[config.mk]
export PLATFORM = sky130hd
export DESIGN_NAME = etc_timer_core
export DESIGN_NICKNAME = d
export VERILOG_FILES = /design/src/etc_pkg.sv /design/src/etc_timer_core.sv
export VERILOG_INCLUDE_DIRS = /design/src /design/src/src
export SDC_FILE = /design/constraint.sdc
export NUM_CORES = 1
export LEC_CHECK = 0
export ABC_AREA = 1
export BUFFER_PORTS_ARGS = -buffer_cell sky130_fd_sc_hd__buf_2
export CORE_MARGIN = 5
export CORE_UTILIZATION = 45
export CTS_BUF_LIST = sky130_fd_sc_hd__clkbuf_4
export DETAILED_ROUTE_END_ITERATION = 16
export PLACE_DENSITY = 0.69
export SYNTH_ARGS = -nofsm -noshare
export SYNTH_HDL_FRONTEND = slang
export SYNTH_SLANG_ARGS = --single-unit
[constraint.sdc]
create_clock -name clk -period 7.8 [get_ports clk]
set_clock_uncertainty 0.15 [all_clocks]
set_input_delay 0.78 -clock clk [delete_from_list [all_inputs] [get_ports clk]]
set_output_delay 0.78 -clock clk [all_outputs]
set_load 0.05 [all_outputs]
[src/etc_consts.svh]
// Constants of the eight bit timer counter core
`ifndef ETC_CONSTS_SVH
`define ETC_CONSTS_SVH
`define ETC_BOTTOM 8'h00
`define ETC_MAX 8'hff
`define ETC_CS_STOP 3'h0
`define ETC_CS_DIV1 3'h1
`define ETC_CS_DIV8 3'h2
`define ETC_CS_DIV64 3'h3
`define ETC_CS_DIV256 3'h4
`define ETC_CS_DIV1024 3'h5
`define ETC_CS_EXT_FALL 3'h6
`define ETC_CS_EXT_RISE 3'h7
`define ETC_WM_NORMAL 3'h0
`define ETC_WM_PCPWM 3'h1
`define ETC_WM_CTC 3'h2
`define ETC_WM_FAST 3'h3
`define ETC_WM_PCPWM_A 3'h5
`define ETC_WM_FAST_A 3'h7
`define ETC_DIV8_LAST 3'h7
`define ETC_DIV64_LAST 6'h3f
`define ETC_DIV256_LAST 8'hff
`define ETC_DIV1024_LAST 10'h3ff
`define ETC_FLAG_OVF 0
`define ETC_FLAG_MA 1
`define ETC_FLAG_MB 2
`endif

[src/etc_pkg.sv]
// Types of the eight bit timer counter core
package etc_pkg;
  typedef logic [7:0] etc_count_t;
  typedef enum logic [1:0] {
    ETC_OP_HOLD = 2'b00,
    ETC_OP_INC = 2'b01,
    ETC_OP_DEC = 2'b10,
    ETC_OP_CLR = 2'b11
  } etc_op_e;
endpackage : etc_pkg

[src/etc_timer_core.sv]
// Eight bit timer counter core with prescaler, compare units and flags
//
// Overview of operation
// - Count value and compare values A and B are eight bit registers.
// - Each request shows as a flag and is gated by its own mask bit.
// - Tick comes from prescaled clock or external pin edge, chosen by select.
// - Select value zero stops the counter, which holds its value.
// - The select field alone decides the tick source.
// - Both compare values are compared with the count continuously.
// - Match sets its flag; unmasked flag raises a compare request.
// - Bottom indication is high whenever the count is zero.
// - Count value 255 is the counter maximum.
// - Top is maximum or compare A per wave mode; top flagged there.
// - On each tick the counter clears, increments or decrements.
// - Software may read and write the count at any time.
// - A count write beats a coincident count or clear.
// - Wave mode is three bits: two in control A, one in control B.
// - Overflow flag set where the mode defines; unmasked it requests.
// - Compare values are double buffered in PWM modes only, loaded at the top tick.
// - Mode 0 counts up, wraps 255 to 0 and sets overflow then.
// - Mode 2 clears the count when it matches compare A.
// - Match flag sets on the next tick; clears on service or write one.
// - A count write blocks all matches on the next tick, even stopped.
`timescale 1ns/1ps
`default_nettype none
`include "etc_consts.svh"

module etc_timer_core (
  // Clock and reset
  input wire logic clk,
  input wire logic rst_b,
  // Control fields
  input wire logic [2:0] tickSourceSelect,
  input wire logic [1:0] waveModeLow,
  input wire logic waveModeBit2,
  input wire logic prescalerReset,
  // Count value access
  input wire logic countWrite,
  input wire logic [7:0] countWriteData,
  output logic [7:0] countValue,
  // Compare value access
  input wire logic compareWriteA,
  input wire logic compareWriteB,
  input wire logic [7:0] compareWriteData,
  output logic [7:0] compareValueA,
  output logic [7:0] compareValueB,
  // Flags, masks and service
  input wire logic [2:0] timerMaskRegister,
  input wire logic [2:0] flagWriteOne,
  input wire logic [2:0] irqServiced,
  output logic [2:0] timerFlagRegister,
  output logic [2:0] irqRequest,
  // External event pin
  input wire logic externalCountInput,
  // Status
  output logic timerTick,
  output logic bottomHit,
  output logic topHit,
  output logic matchA,
  output logic matchB
);

  // Wave mode assembled from both control registers
  logic [2:0] waveMode;
  assign waveMode = {waveModeBit2, waveModeLow};

  logic pwmMode;
  logic phaseMode;
  logic topIsA;
  assign pwmMode = (waveMode == `ETC_WM_PCPWM) ||
    (waveMode == `ETC_WM_FAST) || (waveMode == `ETC_WM_PCPWM_A) ||
    (waveMode == `ETC_WM_FAST_A);
  assign phaseMode = (waveMode == `ETC_WM_PCPWM) ||
    (waveMode == `ETC_WM_PCPWM_A);
  assign topIsA = (waveMode == `ETC_WM_CTC) ||
    (waveMode == `ETC_WM_PCPWM_A) || (waveMode == `ETC_WM_FAST_A);

  // Prescaler
  logic [9:0] preCnt_q;
  always_ff @(posedge clk) begin
    if (!rst_b || prescalerReset) begin
      preCnt_q <= 10'h000;
    end else begin
      preCnt_q <= preCnt_q + 10'h001;
    end
  end

  // Three stage sampler on the pin; stage one feeds stage two only
  logic ext1_q;
  logic ext2_q;
  logic ext3_q;
  always_ff @(posedge clk) begin
    if (!rst_b) begin
      ext1_q <= 1'b0;
      ext2_q <= 1'b0;
      ext3_q <= 1'b0;
    end else begin
      ext1_q <= externalCountInput;
      ext2_q <= ext1_q;
      ext3_q <= ext2_q;
    end
  end

  // Agreement of the later stages gives a filtered level
  logic extLevel_q;
  logic extNext;
  assign extNext = (ext2_q == ext3_q) ? ext3_q : extLevel_q;
  always_ff @(posedge clk) begin
    if (!rst_b) begin
      extLevel_q <= 1'b0;
    end else begin
      extLevel_q <= extNext;
    end
  end
  logic extRise;
  logic extFall;
  assign extRise = extNext && !extLevel_q;
  assign extFall = !extNext && extLevel_q;

  // Tick source selection
  logic tick;
  assign tick =
    (tickSourceSelect == `ETC_CS_DIV1) ? 1'b1 :
    (tickSourceSelect == `ETC_CS_DIV8) ?
      (preCnt_q[2:0] == `ETC_DIV8_LAST) :
    (tickSourceSelect == `ETC_CS_DIV64) ?
      (preCnt_q[5:0] == `ETC_DIV64_LAST) :
    (tickSourceSelect == `ETC_CS_DIV256) ?
      (preCnt_q[7:0] == `ETC_DIV256_LAST) :
    (tickSourceSelect == `ETC_CS_DIV1024) ?
      (preCnt_q == `ETC_DIV1024_LAST) :
    (tickSourceSelect == `ETC_CS_EXT_FALL) ? extFall :
    (tickSourceSelect == `ETC_CS_EXT_RISE) ? extRise :
    1'b0;
  assign timerTick = tick;

  // Counter, direction, compare buffers
  logic [7:0] count_q;
  logic [7:0] count_d;
  logic down_q;
  logic down_d;
  logic [7:0] ocrA_q;
  logic [7:0] ocrB_q;
  logic [7:0] bufA_q;
  logic [7:0] bufB_q;
  logic [7:0] topValue;
  assign topValue = topIsA ? ocrA_q : `ETC_MAX;

  logic atTop;
  logic atBottom;
  logic atMax;
  assign atTop = (count_q == topValue);
  assign atBottom = (count_q == `ETC_BOTTOM);
  assign atMax = (count_q == `ETC_MAX);
  assign bottomHit = atBottom;
  assign topHit = atTop;

  // Comparators run in every mode
  logic eqA;
  logic eqB;
  assign eqA = (count_q == ocrA_q);
  assign eqB = (count_q == ocrB_q);

  // Operation chosen by mode
  etc_pkg::etc_op_e op;
  assign op =
    !tick ? etc_pkg::ETC_OP_HOLD :
    (phaseMode && (down_q ? atBottom : !atTop)) ?
      (down_q ? etc_pkg::ETC_OP_INC : etc_pkg::ETC_OP_INC) :
    (phaseMode && atTop) ? etc_pkg::ETC_OP_DEC :
    (phaseMode && down_q) ? etc_pkg::ETC_OP_DEC :
    (topIsA && atTop) ? etc_pkg::ETC_OP_CLR :
    (pwmMode && atTop) ? etc_pkg::ETC_OP_CLR :
    etc_pkg::ETC_OP_INC;

  // Phase correct turns at top and bottom
  assign down_d = !phaseMode ? 1'b0 :
    (tick && atTop) ? 1'b1 :
    (tick && atBottom) ? 1'b0 : down_q;

  always_comb begin
    case (op)
      etc_pkg::ETC_OP_HOLD: count_d = count_q;
      etc_pkg::ETC_OP_INC: count_d = count_q + 8'h01;
      etc_pkg::ETC_OP_DEC: count_d = count_q - 8'h01;
      etc_pkg::ETC_OP_CLR: count_d = `ETC_BOTTOM;
      default: count_d = count_q;
    endcase
  end

  // Software write wins over tick
  logic [7:0] countNext;
  assign countNext = countWrite ? countWriteData : count_d;

  always_ff @(posedge clk) begin
    if (!rst_b) begin
      count_q <= `ETC_BOTTOM;
      down_q <= 1'b0;
    end else begin
      count_q <= countNext;
      down_q <= down_d;
    end
  end
  assign countValue = count_q;

  // Buffer load point: the top tick in every PWM mode
  logic loadPoint;
  assign loadPoint = tick && (phaseMode ? atTop : (pwmMode && atTop));

  always_ff @(posedge clk) begin
    if (!rst_b) begin
      bufA_q <= `ETC_BOTTOM;
      bufB_q <= `ETC_BOTTOM;
    end else begin
      if (compareWriteA) begin
        bufA_q <= compareWriteData;
      end
      if (compareWriteB) begin
        bufB_q <= compareWriteData;
      end
    end
  end

  // Non PWM modes write straight through; PWM modes wait for the point
  always_ff @(posedge clk) begin
    if (!rst_b) begin
      ocrA_q <= `ETC_BOTTOM;
      ocrB_q <= `ETC_BOTTOM;
    end else begin
      if (!pwmMode && compareWriteA) begin
        ocrA_q <= compareWriteData;
      end else if (pwmMode && loadPoint) begin
        ocrA_q <= bufA_q;
      end
      if (!pwmMode && compareWriteB) begin
        ocrB_q <= compareWriteData;
      end else if (pwmMode && loadPoint) begin
        ocrB_q <= bufB_q;
      end
    end
  end
  assign compareValueA = ocrA_q;
  assign compareValueB = ocrB_q;

  // Write block lasts until the next tick, so a stopped timer keeps it
  logic block_q;
  always_ff @(posedge clk) begin
    if (!rst_b) begin
      block_q <= 1'b0;
    end else if (countWrite) begin
      block_q <= 1'b1;
    end else if (tick) begin
      block_q <= 1'b0;
    end
  end

  // Match is taken on the tick that follows the equal count
  assign matchA = tick && eqA && !block_q;
  assign matchB = tick && eqB && !block_q;

  // Overflow point per mode
  logic ovfEvent;
  assign ovfEvent = tick && (phaseMode ? atBottom :
    (pwmMode ? atTop : atMax));

  // Flags: a set in the same cycle as a clear wins
  logic [2:0] setVec;
  logic [2:0] clrVec;
  logic [2:0] flag_q;
  assign setVec = {matchB, matchA, ovfEvent};
  assign clrVec = flagWriteOne | irqServiced;
  always_ff @(posedge clk) begin
    if (!rst_b) begin
      flag_q <= 3'h0;
    end else begin
      flag_q <= setVec | (flag_q & ~clrVec);
    end
  end
  assign timerFlagRegister = flag_q;
  assign irqRequest = flag_q & timerMaskRegister;

  // Checks
  ovf_wrap_a: assert property (@(posedge clk) disable iff (!rst_b)
    (waveMode == `ETC_WM_NORMAL && tick && atMax && !countWrite) |=>
      (count_q == `ETC_BOTTOM) && flag_q[`ETC_FLAG_OVF])
    else $error("normal mode wrap missed");
  stop_hold_a: assert property (@(posedge clk) disable iff (!rst_b)
    (tickSourceSelect == `ETC_CS_STOP && !countWrite) |=>
      $stable(count_q))
    else $error("stopped counter moved");
  write_wins_a: assert property (@(posedge clk) disable iff (!rst_b)
    countWrite |=> count_q == $past(countWriteData))
    else $error("count write lost");
  ctc_clear_a: assert property (@(posedge clk) disable iff (!rst_b)
    (waveMode == `ETC_WM_CTC && tick && eqA && !countWrite) |=>
      count_q == `ETC_BOTTOM)
    else $error("ctc clear missed");
  match_flag_a: assert property (@(posedge clk) disable iff (!rst_b)
    (tick && eqA && !block_q) |=> flag_q[`ETC_FLAG_MA])
    else $error("match flag a not set");
  block_match_a: assert property (@(posedge clk) disable iff (!rst_b)
    countWrite ##1 (!countWrite && tick) |-> !matchA && !matchB)
    else $error("match not blocked");
  bottom_ind_a: assert property (@(posedge clk) disable iff (!rst_b)
    bottomHit == (countValue == `ETC_BOTTOM))
    else $error("bottom indication wrong");
  irq_gate_a: assert property (@(posedge clk) disable iff (!rst_b)
    (irqServiced == 3'h0 && flagWriteOne == 3'h0 && ovfEvent) |=>
      irqRequest[`ETC_FLAG_OVF] == timerMaskRegister[`ETC_FLAG_OVF])
    else $error("overflow request gating wrong");
  clr_flag_a: assert property (@(posedge clk) disable iff (!rst_b)
    (flagWriteOne[`ETC_FLAG_MB] && !matchB) |=> !flag_q[`ETC_FLAG_MB])
    else $error("match b flag not cleared");
  step_up_a: assert property (@(posedge clk) disable iff (!rst_b)
    (waveMode == `ETC_WM_NORMAL && tick && !countWrite) |=>
      count_q == $past(count_q) + 8'h01)
    else $error("normal mode step wrong");
  turn_down_a: assert property (@(posedge clk) disable iff (!rst_b)
    (phaseMode && tick && atTop && !countWrite) |=> down_q)
    else $error("phase mode did not turn at top");
  pwm_hold_a: assert property (@(posedge clk) disable iff (!rst_b)
    (pwmMode && !loadPoint) |=> $stable(ocrA_q) && $stable(ocrB_q))
    else $error("compare value moved between load points");
  set_wins_a: assert property (@(posedge clk) disable iff (!rst_b)
    (ovfEvent && clrVec[`ETC_FLAG_OVF]) |=> flag_q[`ETC_FLAG_OVF])
    else $error("overflow clear beat its set");
  // Pin ticks only once both late sampler stages agree
  ext_tick_a: assert property (@(posedge clk) disable iff (!rst_b)
    (tickSourceSelect == `ETC_CS_EXT_RISE && tick) |->
      ext2_q && ext3_q && !extLevel_q)
    else $error("external tick without edge");
  fall_tick_a: assert property (@(posedge clk) disable iff (!rst_b)
    (tickSourceSelect == `ETC_CS_EXT_FALL && tick) |->
      !ext2_q && !ext3_q && extLevel_q)
    else $error("external fall tick without edge");

  cov_wrap_c: cover property (@(posedge clk) ovfEvent);
  cov_ctc_c: cover property (@(posedge clk)
    waveMode == `ETC_WM_CTC && matchA);
  cov_block_c: cover property (@(posedge clk) countWrite ##1 tick);
  cov_ext_c: cover property (@(posedge clk)
    tickSourceSelect == `ETC_CS_EXT_FALL && tick);

endmodule : etc_timer_core
`default_nettype wire
Word level (Yosys, flattened, before mapping)
Index checks and enable logic that the tools add are counted.

cells by class
  multiplexer cells = 29
  reductions and logical operators = 38
  bitwise operators = 5
  eq/ne operators = 25
  add/subtract/negate cells = 3

operator list
  cell                                                                 number
  8-bit 2-to-1 mux                                                     6
  8-bit == test                                                        3
  8-bit case mux with 3 select lines                                   1
  3-bit == test (second input constant)                                7
  1-bit logical AND                                                    18
  8-bit == test (second input constant)                                2
  1-bit 2-to-1 mux                                                     16
  3-bit by 2-bit == test with 1-bit output (second input constant)     4
  2-bit 2-to-1 mux                                                     6
  10-bit by 1-bit adder with 10-bit output (second input constant)     1
  10-bit == test (second input constant)                               1
  8-bit by 1-bit adder with 8-bit output (second input constant)       1
  8-bit zero test                                                      1
  2-bit nonzero test                                                   4
  8-bit by 1-bit subtractor with 8-bit output (second input constant)  1
  1-bit logical OR                                                     7
  3-bit AND                                                            2
  3-bit by 1-bit == test with 1-bit output (second input constant)     2
  6-bit == test (second input constant)                                1
  1-bit zero test                                                      6
  3-bit bitwise OR                                                     2
  2-bit == test (second input constant)                                2
  3-bit inverter                                                       1
  2-bit by 1-bit == test with 1-bit output (second input constant)     1
  4 further kinds                                                      4

word-level totals
  output and inout port bits = 35
  register bits = 59
  bits of input ports = 38

Longest topological paths before layout
  depth in word-level cells = 15
  depth in mapped cells = 23
  gate-level depth less buffers = 23

Worst setup path after synthesis
Ideal clock, no wire load.

  path kind = register -> register
  start = reg count_q[0], in the netlist countValue[0]
  end = reg count_q[6], in the netlist countValue[6]
  library setup time = 74 ps
  path slack = 4488 ps
  path buffers = 0
  arrival = 3088 ps
  required time = 7576 ps
  cell stages (with the launch flop) = 18
  clock period less this slack = 3312 ps
  cell sequence = dfxtp_1 -> inv_1 -> nand2_1 -> nand3_1 -> nor2_1 -> nand3_2 -> o21ai_0 -> nand2_1 -> nor2_1 -> ha_1 -> a21oi_1 -> nand2_1 -> nand2_1 -> nand2_1 -> a21oi_1 -> xor2_1 -> nand3_1 -> a31oi_1

on the way
  longest elaborated chain between the ends = 11
  elaborated cells on any way between the ends = 23

RTL lines
  what                                                                              RTL line               text
  start, declared                                                                   etc_timer_core.sv:138  logic [7:0] count_q;
  start signal, assigned                                                            etc_timer_core.sv:197  count_q <= `ETC_BOTTOM;
  start signal, assigned                                                            etc_timer_core.sv:200  count_q <= countNext;
  8-bit == test                                                                     etc_timer_core.sv:152  assign atTop = (count_q == topValue);
  1-bit logical AND                                                                 etc_timer_core.sv:173  (pwmMode && atTop) ? etc_pkg::ETC_OP_CLR :
  2-bit 2-to-1 mux                                                                  etc_timer_core.sv:173
  2-bit 2-to-1 mux                                                                  etc_timer_core.sv:172  (topIsA && atTop) ? etc_pkg::ETC_OP_CLR :
  2-bit 2-to-1 mux                                                                  etc_timer_core.sv:171  (phaseMode && down_q) ? etc_pkg::ETC_OP_DEC :
  2-bit 2-to-1 mux                                                                  etc_timer_core.sv:170  (phaseMode && atTop) ? etc_pkg::ETC_OP_DEC :
  2-bit 2-to-1 mux                                                                  etc_timer_core.sv:168  (phaseMode && (down_q ? atBottom : !atTop)) ?
  2-bit 2-to-1 mux                                                                  etc_timer_core.sv:167  !tick ? etc_pkg::ETC_OP_HOLD :
  2-bit == test / 2-bit by 1-bit == test with 1-bit output (equally long branches)  etc_timer_core.sv:182  case (op)
  8-bit case mux with 3 select lines                                                etc_timer_core.sv:182
  8-bit 2-to-1 mux                                                                  etc_timer_core.sv:193  assign countNext = countWrite ? countWriteData : count_d;

Parallel ways exist; a longest one is shown, timed or not.
A chain may end at the register's enable or synchronous reset.

Worst setup path in the final report
  start = reg count_q[1], in the netlist countValue[1]
  end = reg count_q[5], in the netlist countValue[5]

Same word-level chain as after synthesis.

==> flow_metrics.tcl <==
set metrics [dict create \
    cts_num_sinks 59 \
    path_common_cell "nand2_1" \
    p_per_area_nw_per_um2 194.6 \
    synth_area_leader_cell "dfxtp_1" \
    ys_ff_latch 59 \
    relSlewSlack_pct 64.14 \
    tns_ns 0 \
    swShare_pct 32.64 \
    ctsHoldBuffers 0 \
    cts_buffers 9 \
    hp-class "reg2reg" \
    initial_utilization_pct 46.21 \
    synth.avg_cell_area_sq_um 6.961 \
    grt_pass1_wl_um 13180 \
    synth.distinct_cells 35 \
    ys_seq_area_share_pct 37.62 \
    cts-root-buf "clkbuf_4" \
    slowest_stage "dfxtp_1" \
    fin_nets 568 \
    timing.final.ws_setup_ns 4.302 \
    detailed_place_hpwl_um 6007 \
    pwr-share-comb_pct 19.2 \
    vdd_drop_max_mv 0.1150 \
    max_stage_delay_ns 0.55 \
    path_cells "inv_1 > nand2_1 > nand2_1 > inv_1 > nand2_1 > nand2_1 > nand3_2 > o21ai_0 > nand2_1 > nor2_1 > ha_1 > a21oi_1 > nand2_1 > a21oi_1 > o21ai_0 > xor2_1 > nand3b_1 > a31oi_1" \
    final_cell_mix "nand2_1 (102), buf_2 (72), inv_1 (59), dfxtp_1 (59), o21ai_0 (50)" \
    period_minus_slack_ns 3.498 \
    grt-ovfl-total 0 \
    synthCells 451 \
    status "completed" \
    post_cts_resized 0 \
    startpoint_type "flip-flop" \
    syn_to_final_growth_pct 18.29 \
    dieHeight_um 93.53 \
    r2r_cells 18 \
    intPower_mw 0.4867 \
    ys_top_cells_by_area "dfxtp_1 (38%), nand2_1 (12%), o21ai_0 (8.0%), inv_1 (7.1%), a21oi_1 (7.0%)" \
    coreArea_sq_um 6794 \
    io_buffers 72 \
    grt.total_usage_pct 18.96 \
    antenna_cells 0 \
    endpoint_kind "flip-flop" \
    ys_warn_count 0 \
    die_area_sq_um 8747 \
    cap_viol_max_count 0 \
    hold_depth 2 \
    dpl_worst_slack_ns 4.075 \
    finalSetupViolCount 0 \
    p_seq_share_pct 46.1 \
    finalHoldViolations 0 \
    std_cell_rows 30 \
    cts_tree "yes" \
    async_reset_ff_share_pct 0 \
    drtPass1Iterations 4 \
    clockBufferDepth 2 \
    routed-via-count 3207 \
    syn_nets 498 \
    synth_top_area_share_pct 37.62 \
    crit_type "reg2reg" \
    grt_max_degree 37 \
    p_leak_nw 1.746 \
    drc_errors 0 \
    wl_um 8129 \
    fin_crit_sh_pct 44.85 \
    gp_congestion 0.9332 \
    drt_iter0_markers 199 \
    vias_per_cell 5.156 \
    slew_viol_final 0 \
    rsz0062_at_grt "no" \
    synthFlopType "dfxtp_1" \
    grt_pass1_vias 2845 \
    boundaryPins 73 \
    cp_max_fo 7 \
    postCtsSetupBuffers 0 \
    route.antenna.remaining_nets 0 \
    wl_per_cell_um 13.07 \
    final_common_cell "nand2_1" \
    drive_above_1_share_pct 19.58 \
    switching_power_mw 0.2358 \
    cp.required_ns 7.99 \
    antenna_found_initial 0 \
    die_w_um 93.53 \
    worstMarginPinSlew_ns 0.5373 \
    timing.fmax_mhz 285.9 \
    cts-htree-levels 3 \
    power.clock.fraction_pct 34.8 \
    arrival_ns 3.68 \
    synthesis.area_sq_um 3139 \
    clock_latency_ns 0.40 \
    synth-edff-count 0 \
    clk_pin_slew_worst_paths_ns 0.12 \
    p_total_mw 0.7225 \
]
power groups by stage:
stage	combinational [mW]	clock [mW]	sequential, mW
after global placement	0.136	0	0.340
final	0.138	0.251	0.333
after floorplan	0.0736	0	0.365
after detailed placement	0.138	0	0.340
after CTS	0.139	0.256	0.333
after global routing	0.154	0.273	0.335
final timing paths:
path | slack (ns) | to | start
worst min-delay path | 0.27 | ext2_q$_SDFF_PN0_ | ext1_q$_SDFF_PN0_
worst min register to register | 0.27 | ext2_q$_SDFF_PN0_ | ext1_q$_SDFF_PN0_
worst max-delay path | 4.30 | countValue[5]$_SDFFE_PN0P_ | countValue[1]$_SDFFE_PN0P_
worst max register to register | 4.30 | countValue[5]$_SDFFE_PN0P_ | countValue[1]$_SDFFE_PN0P_
cell type report:
class / instances / area [sq um]
flip-flops and latches: 59 / 1181
repair buffers: 72 / 360.3
inverters: 63 / 236.5
multi-input cells: 316 / 1657
clock buffers: 9 / 67.56
clock inverters: 7 / 91.34
well taps: 96 / 120.1
fillers: 687 / 3080
worst max-delay path: cells and delay by family, from the launching register on:
family | cells | cell delay, ns
compound gates | 5 | 0.84
flops | 1 | 0.55
buf+inv | 2 | 0.23
simple gates | 9 | 1.14
fa+ha+maj | 1 | 0.37
xor+xnor | 1 | 0.15
synth_stat cells (2+ instances only):
master	instances
nand2_1	102
dfxtp_1	59
inv_1	59
o21ai_0	50
a21oi_1	44
nand3_1	25
nor2_1	22
a31oi_1	14
clkbuf_1	10
ha_1	8
nor3_1	6
nand4_1	5
o21ai_1	5
xor2_1	5
a211oi_1	4
inv_2	4
nand3_2	4
nor2_4	3
buf_6	2
nand2_2	2
nand2_4	2
nand3b_1	2
xnor2_1	2
per-stage QoR:
step,instance area [sq um],utilization (%),hold WS [ns],cells
after floorplan,3139,-,0.2405,451
after global routing,3714,54.66,0.3078,622
after detailed placement,3555,52.32,0.2467,606
final,3714,54.66,0.2709,622
after CTS,3714,54.66,0.2722,622
after global placement,3555,52.32,0.2444,606
metal layers:
layer  vias to the layer above  routed length [um]  track usage, %
li1                       1651                   -               -
met4                         0                 203           9.524
met2                       114                3576           28.83
met3                        17                 641           4.264
met5                         -                   0               0
met1                      1425                3707           25.10
cell families after synthesis:
family,count (synthesis),synth area share [%]
AOI/OAI and AO/OA,124,21.32
DFF,59,37.62
xor gates and xnor gates,7,1.953
buffers and inverters,76,9.605
adders and majority gates,9,3.826
and+or+nand+nor,176,25.67
flip-flops by register name, summed over array words and instances, names as in the netlist, 3 cells and up:
name,count
timerFlagRegister,3
compareValueB,8
bufB_q,8
bufA_q,8
compareValueA,8
preCnt_q,10
countValue,8
Power figures use the tool's default switching activity.
